## src/gpb_pkg.sv

```systemverilog
// Package with register map, field layout and reset values of the four-bit port.
package gpb_pkg;

   localparam int          GPB_PINS          = 4;
   localparam logic [11:0] GPB_OFS_LATCH     = 12'h001;
   localparam logic [11:0] GPB_OFS_DIR       = 12'h005;
   localparam logic [11:0] GPB_OFS_TIMCFG    = 12'h010;
   localparam int          GPB_DIR_CLKEN_BIT = 7;
   localparam logic [3:0]  GPB_DIR_RESET     = 4'h0;
   localparam logic        GPB_CLKEN_RESET   = 1'b0;
   localparam logic [1:0]  GPB_ELS_RESET     = 2'h0;
   localparam logic [2:0]  GPB_PS_RESET      = 3'h0;
   localparam logic [2:0]  GPB_PS_EXTCLK     = 3'h7;
   localparam int          GPB_TIMCFG_ELS_LSB = 0;
   localparam int          GPB_TIMCFG_PS_LSB  = 4;
   localparam int          GPB_CHAN_PIN      = 2;
   localparam int          GPB_TIMER_EXTERNAL_CLOCK_PIN_PIN      = 3;
   localparam int          GPB_MCLK_PIN      = 0;

endpackage

```

## src/gpb_pin_cell.sv

```systemverilog
// One port pin: data latch, direction, output mux and read-back selection.
`timescale 1ns/1ps
module gpb_pin_cell
   import gpb_pkg::*;
(
   // Clock.
   input  wire logic core_clk,
   // Latch write.
   input  wire logic wr_latch,
   input  wire logic wdata,
   // Control.
   input  wire logic dir,
   input  wire logic alt_en,
   input  wire logic alt_out,
   input  wire logic alt_oe,
   // Pin.
   input  wire logic pin_in,
   output logic      pin_out,
   output logic      pin_oe,
   output logic      rd_bit
);

   logic latch_ff;

   // No reset on the latch, so system reset leaves its contents alone.
   always_ff @(posedge core_clk) begin
      if (wr_latch) begin
         latch_ff <= wdata;
      end
   end

   assign pin_out = alt_en ? alt_out : latch_ff;
   assign pin_oe  = alt_en ? alt_oe : dir;
   assign rd_bit  = dir ? latch_ff : pin_in;

endmodule // gpb_pin_cell

```

## src/gpb_clk_div.sv

```systemverilog
// Half-rate bus clock for the clock output pin, toggling every core clock.
`timescale 1ns/1ps
module gpb_clk_div
   import gpb_pkg::*;
(
   // Clock and reset.
   input  wire logic core_clk,
   input  wire logic rst,
   // Enable and output.
   input  wire logic enable,
   output logic      clk_out
);

   logic div_ff;

   always_ff @(posedge core_clk or posedge rst) begin
      if (rst) begin
         div_ff <= 1'b0;
      end else begin
         div_ff <= enable ? ~div_ff : 1'b0;
      end
   end

   assign clk_out = div_ff;

endmodule // gpb_clk_div

```

## src/gpb_port.sv

```systemverilog
// Four-bit general-purpose port with APB register access and timer pin sharing.
//
// Design decision made here: the APB slave port.
`timescale 1ns/1ps
////////////////////////////////////////////////////////////////////////////////
module gpb_port
   import gpb_pkg::*;
(
   // Clock and reset.
   input  wire logic        core_clk,
   input  wire logic        rst,
   // APB slave.
   input  wire logic        psel,
   input  wire logic        penable,
   input  wire logic        pwrite,
   input  wire logic [11:0] paddr,
   input  wire logic [31:0] pwdata,
   output logic [31:0]      prdata,
   output logic             pready,
   output logic             pslverr,
   // Timer channel side.
   input  wire logic        tim_ch_out,
   input  wire logic        tim_ch_oe,
   output logic             tim_ch_in,
   output logic             tim_ext_clk,
   // Port pins.
   input  wire logic [3:0]  pin_in,
   output logic [3:0]       pin_out,
   output logic [3:0]       pin_oe
);

   ////////////////////////////////////////////////////////////////////////////
   // Registers.
   logic [3:0]  dir_ff;
   logic        clken_ff;
   logic [1:0]  els_ff;
   logic [2:0]  ps_ff;
   logic [3:0]  pin_s_ff;
   logic [31:0] prdata_ff;
   logic        pready_ff;
   logic        pslverr_ff;
   logic [3:0]  pin_out_ff;
   logic [3:0]  pin_oe_ff;
   logic        tim_ch_in_ff;
   logic        tim_ext_clk_ff;

   ////////////////////////////////////////////////////////////////////////////
   // Decode.
   wire        acc       = psel & penable & ~pready_ff;
   wire        hit_latch = (paddr == {GPB_OFS_LATCH[9:0], 2'b00});
   wire        hit_dir   = (paddr == {GPB_OFS_DIR[9:0], 2'b00});
   wire        hit_tim   = (paddr == {GPB_OFS_TIMCFG[9:0], 2'b00});
   wire        hit_any   = hit_latch | hit_dir | hit_tim;
   wire        wr        = acc & pwrite & hit_any;
   wire        wr_latch  = wr & hit_latch;
   wire        chan_sel  = (els_ff != 2'h0);
   wire        timer_external_clock_pin_sel  = (ps_ff == GPB_PS_EXTCLK);
   wire        mclk;
   wire [3:0]  cell_out;
   wire [3:0]  cell_oe;
   wire [3:0]  rd_bits;
   wire [3:0]  alt_en    = {1'b0, chan_sel, 1'b0, clken_ff};
   wire [3:0]  alt_out   = {1'b0, tim_ch_out, 1'b0, mclk};
   wire [3:0]  alt_oe    = {1'b0, tim_ch_oe, 1'b0, 1'b1};
   wire [31:0] rd_latch  = {28'h0, rd_bits};
   wire [31:0] rd_dir    = {24'h0, clken_ff, 3'h0, dir_ff};
   wire [31:0] rd_tim    = {25'h0, ps_ff, 2'h0, els_ff};
   wire [31:0] rd_mux    = hit_latch ? rd_latch : hit_dir ? rd_dir : hit_tim ? rd_tim : 32'h0;

   ////////////////////////////////////////////////////////////////////////////
   // Pin cells and clock output.
   gpb_clk_div u_div (
      .core_clk (core_clk),
      .rst      (rst),
      .enable   (clken_ff),
      .clk_out  (mclk)
   );

   genvar gi;
   generate
      for (gi = 0; gi < GPB_PINS; gi++) begin : g_pin
         gpb_pin_cell u_cell (
            .core_clk (core_clk),
            .wr_latch (wr_latch),
            .wdata    (pwdata[gi]),
            .dir      (dir_ff[gi]),
            .alt_en   (alt_en[gi]),
            .alt_out  (alt_out[gi]),
            .alt_oe   (alt_oe[gi]),
            .pin_in   (pin_s_ff[gi]),
            .pin_out  (cell_out[gi]),
            .pin_oe   (cell_oe[gi]),
            .rd_bit   (rd_bits[gi])
         );
      end
   endgenerate

   ////////////////////////////////////////////////////////////////////////////
   // Control registers.
   always_ff @(posedge core_clk or posedge rst) begin
      if (rst) begin
         dir_ff   <= GPB_DIR_RESET;
         clken_ff <= GPB_CLKEN_RESET;
         els_ff   <= GPB_ELS_RESET;
         ps_ff    <= GPB_PS_RESET;
      end else if (wr & hit_dir) begin
         dir_ff   <= pwdata[3:0];
         clken_ff <= pwdata[GPB_DIR_CLKEN_BIT];
      end else if (wr & hit_tim) begin
         els_ff   <= pwdata[GPB_TIMCFG_ELS_LSB +: 2];
         ps_ff    <= pwdata[GPB_TIMCFG_PS_LSB +: 3];
      end
   end

   // The sample register feeds input readback and the timer inputs, so both see the same level.
   always_ff @(posedge core_clk or posedge rst) begin
      if (rst) begin
         pin_s_ff <= 4'h0;
      end else begin
         pin_s_ff <= pin_in;
      end
   end

   ////////////////////////////////////////////////////////////////////////////
   // APB answer, one wait state: ready the cycle after the first access cycle.
   always_ff @(posedge core_clk or posedge rst) begin
      if (rst) begin
         pready_ff  <= 1'b0;
         pslverr_ff <= 1'b0;
         prdata_ff  <= 32'h0;
      end else begin
         pready_ff  <= acc;
         pslverr_ff <= acc & ~hit_any;
         prdata_ff  <= (acc & ~pwrite) ? rd_mux : 32'h0;
      end
   end

   ////////////////////////////////////////////////////////////////////////////
   // Registered pin and timer outputs; one cycle of lag is the price of glitch-free pins.
   always_ff @(posedge core_clk or posedge rst) begin
      if (rst) begin
         pin_out_ff     <= 4'h0;
         pin_oe_ff      <= 4'h0;
         tim_ch_in_ff   <= 1'b0;
         tim_ext_clk_ff <= 1'b0;
      end else begin
         pin_out_ff     <= cell_out;
         pin_oe_ff      <= cell_oe;
         tim_ch_in_ff   <= chan_sel & pin_s_ff[GPB_CHAN_PIN];
         tim_ext_clk_ff <= timer_external_clock_pin_sel & pin_s_ff[GPB_TIMER_EXTERNAL_CLOCK_PIN_PIN];
      end
   end

   assign prdata      = prdata_ff;
   assign pready      = pready_ff;
   assign pslverr     = pslverr_ff;
   assign pin_out     = pin_out_ff;
   assign pin_oe      = pin_oe_ff;
   assign tim_ch_in   = tim_ch_in_ff;
   assign tim_ext_clk = tim_ext_clk_ff;

endmodule // gpb_port

```

## config.mk

```make
export PLATFORM = sky130hd
export DESIGN_NAME = gpb_port
export DESIGN_NICKNAME = d
export VERILOG_FILES = /design/src/gpb_pkg.sv /design/src/gpb_pin_cell.sv /design/src/gpb_clk_div.sv /design/src/gpb_port.sv
export SDC_FILE = /design/constraint.sdc
export NUM_CORES = 1
export LEC_CHECK = 0
export BUFFER_PORTS_ARGS = -buffer_cell sky130_fd_sc_hd__clkbuf_2
export CELL_PAD_IN_SITES_DETAIL_PLACEMENT = 0
export CELL_PAD_IN_SITES_GLOBAL_PLACEMENT = 2
export CORE_UTILIZATION = 25
export DETAILED_ROUTE_END_ITERATION = 10
export PLACE_DENSITY = 0.81
export SLEW_MARGIN = 15
export SYNTH_ARGS = -nofsm -noshare
export SYNTH_HDL_FRONTEND = slang
export SYNTH_SLANG_ARGS = --single-unit
export TNS_END_PERCENT = 50
```

## constraint.sdc

```tcl
create_clock -name core_clk -period 2.2 [get_ports core_clk]
set_input_delay 0.22 -clock core_clk [delete_from_list [all_inputs] [get_ports core_clk]]
set_output_delay 0.22 -clock core_clk [all_outputs]
set_load 0.05 [all_outputs]
```

==> impl_results.md <==
- Status: finished, final reports clean
- Critical path cell sequence: and3b_1 > nand4_2 > nor2_4 > mux2_2
- Sw Share: 27.54%
- Synth Register Bits: 39
- Final slew viol count: 0
- Number of remaining DRC errors: 0
- MaxCap Viol Count: 0
- Drt total wl: 3.127 mm
- CTS Buf Count: 5
- Clk pwr share: 33.7%
- Power Dens Cells: 680.2 mW/mm²
- Area grow syn2layout: 20.80%
- Worst slack at placement: 536.7 ps
- Initial antenna violation count: 0
- Path depth of the worst reg2reg path: 4
- Placed cells: 252
- Sequential fraction of the synthesis area: 59.98%
- Commonest non-fill, non-tap cell in the layout: clkbuf_2
- CTS H-tree depth: 2
- Crit-path leading delay family: simple AND/OR/NAND/NOR gates
- Worst Path Buf+Inv: 0
- Post-synth top area cell: dfrtp_1
- Post-DP HPWL: 2.382 mm
- Die Ht: 83.50 µm
- Period utilisation layout: 73.28%
- Clk Tree Root Cell: clkbuf_8
- Global-route wire length before repair: 4.988 mm
- Synth area leaders: dfrtp_1 (53%), buf_4 (11%), mux2_2 (8.8%)
- RSZ-0062 raised after global routing: no
- Sequential power share: 53.9%
- Post-CTS Setup Bufs: 0
- Vias in the first global route: 987
- Fmax: 0.6202 GHz
- Vias per cell: 4.031
- Global route overflow: 0
- Worst-Skew Late Latency: 290 ps
- Max incr delay on CP: 400 ps
- CP arrival: 1780 ps
- VDD IR max: 0.0003094 V
- Post-synth EDFFs: 4
- Syn_area_per_cell: 13.28 µm²
- Worst Slack Setup Final: 587.7 ps
- Clock-pin slew on the worst setup and hold paths: 80 ps
- Power Total: 0.001364 W
- Routed Antenna Nets: 0
- Internal Power: 0.0009885 W
- Largest net degree at the start of global routing: 36
- # setup viols final: 0
- Min-Delay Path Class: in2async
- Synth Cell Area: 0.001660 mm²
- CTS tree: built
- Final Skew: 7.545 ps
- Post-CTS Resized: 0
- Die width: 83.50 µm
- Pleak: 1.015 nW
- Starting density of the core: 26.00%
- Hold buffers post-CTS: 0
- Via count: 1,048
- Switch Pwr: 0.0003758 W
- Number of top-level pins: 99
- Crit end category: flip-flop
- Post-Synthesis Cells: 125
- # rows: 29
- Avg WL per Cell: 12.03 µm
- CTS max path bufs: 2
- # diodes: 0
- Worst Path Required: 2370 ps
- FFs w/ async S/R, synth: 89.74%
- Gate power share: 12.4%
- Main synth FF type: dfrtp_1
- CORE AREA: 0.006386 mm²
- Kind of critical path: reg2reg
- CP max-delay cell: dfrtp_1
- Nets: 237
- YS warnings: 0
- Hold slack final: 1.173 ps
- Yosys cell types: 29
- First-iteration detailed-routing DRC count: 53
- GR Util All Layers: 9.633%
- Sum Neg Setup Slack: 0 ps
- Worst setup SP type: flip-flop
- Layout cells sized above 1: 43.72%
- Share of the synthesized area in the top cell type: 52.75%
- TritonRoute pass-1 iters: 4
- Maximum fanout along the worst path: 5
- Die area: 0.006971 mm²
- Most frequent cells in the layout: clkbuf_2 (50), dfrtp_1 (35), conb_1 (24)
- Final Hold Fails: 0
- Total stage count of the critical path: 4
- Fin crit period: 1612 ps
- Buffers on Ports: 50
- GP Congestion: 0.6745
- Fin cells: 260
- Sink Count: 39
-- worst paths after layout --
path	from	to	slack, ps
min in group core_clk	pin_in[0]	pin_s_ff[0]	40
max in group asynchronous	rst	ps_ff[1]	1870
worst min register to register	g_pin[3].u_cell.latch_ff	pin_out[3]	390
worst min-delay path	rst	pin_oe[0]	1
worst max register to register	pready	dir_ff[3]	590
worst max-delay path	pready	dir_ff[3]	590
-- cells by family (layout without fill, tap and decap cells) --
| logic type | count (synthesis) | in the layout | synth area share (%) |
|---|---|---|---|
| flip-flops | 39 | 39 | 59.99 |
| AND/OR/NAND/NOR | 33 | 33 | 14.39 |
| buffers and inverters | 26 | 61 | 11.30 |
| multiplexers | 15 | 15 | 10.02 |
| AO/OA/AOI/OAI | 11 | 11 | 4.069 |
| other | 1 | 24 | 0.2259 |
-- registers in the layout, summed over array words and instances (netlist names) --
signal and count:
ps_ff 3, dir_ff 4, u_div.clk_out 1, pready 1, pin_s_ff 4, tim_ch_in 1, g_pin.u_cell.latch_ff 4, pin_oe 4
tim_ext_clk 1, clken_ff 1, prdata 8, pslverr 1, pin_out 4, els_ff 2
-- worst min-delay path, stage by stage --
cell and delay, ps:
clkbuf_2 80, inv_1 40, buf_4 390
-- per-stage QoR --
stage | utilization [%] | instance area (µm²)
6_report | 31.41 | 2006
5_1_grt | 31.41 | 2006
4_1_cts | 31.41 | 2006
3_5_place_dp | 30.13 | 1924
3_3_place_gp | 30.13 | 1924
2_1_floorplan | - | 1747
-- cells in the mapped netlist, types with 2 or more instances --
library cell and n:
dfrtp_1 35, buf_4 24, mux2_2 13, a21oi_1 5, nor2_1 5, nor2b_1 5, edfxtp_1 4, and2_1 3
a211oi_1 2, a2bb2oi_1 2, mux2i_1 2, nand2_1 2, nand2b_1 2, nor2_4 2, nor3_1 2, o21ai_0 2
or2_2 2, or3b_2 2
-- metal layers --
| layer | track usage [%] | up-vias | part of all wire [%] |
|---|---|---|---|
| met5 | 0 | - | 0 |
| met4 | 3.236 | 0 | 0.64 |
| met3 | 3.660 | 3 | 6.9 |
| met2 | 15.13 | 52 | 45 |
| met1 | 12.22 | 498 | 47 |
| li1 | - | 495 | - |
-- power groups by stage --
stage / combinational, W / sequential (W) / clock, W
2_1_floorplan: 0.000153 / 0.000757 / 0
3_3_place_gp: 0.000169 / 0.000750 / 0
3_5_place_dp: 0.000170 / 0.000750 / 0
4_1_cts: 0.000171 / 0.000736 / 0.000474
5_1_grt: 0.000181 / 0.000736 / 0.000512
6_report: 0.000169 / 0.000736 / 0.000460
-- layout make-up --
type / count / area, µm²
clock buffers: 7 / 76.32
fillers: 669 / 4380
inverters: 1 / 3.754
well taps: 77 / 96.34
multi-input cells: 83 / 563.0
repair buffers: 52 / 265.3
flip-flops and latches: 39 / 996.0
clock inverters: 1 / 5.005
Note: power is estimated with default switching activity, not from simulation.
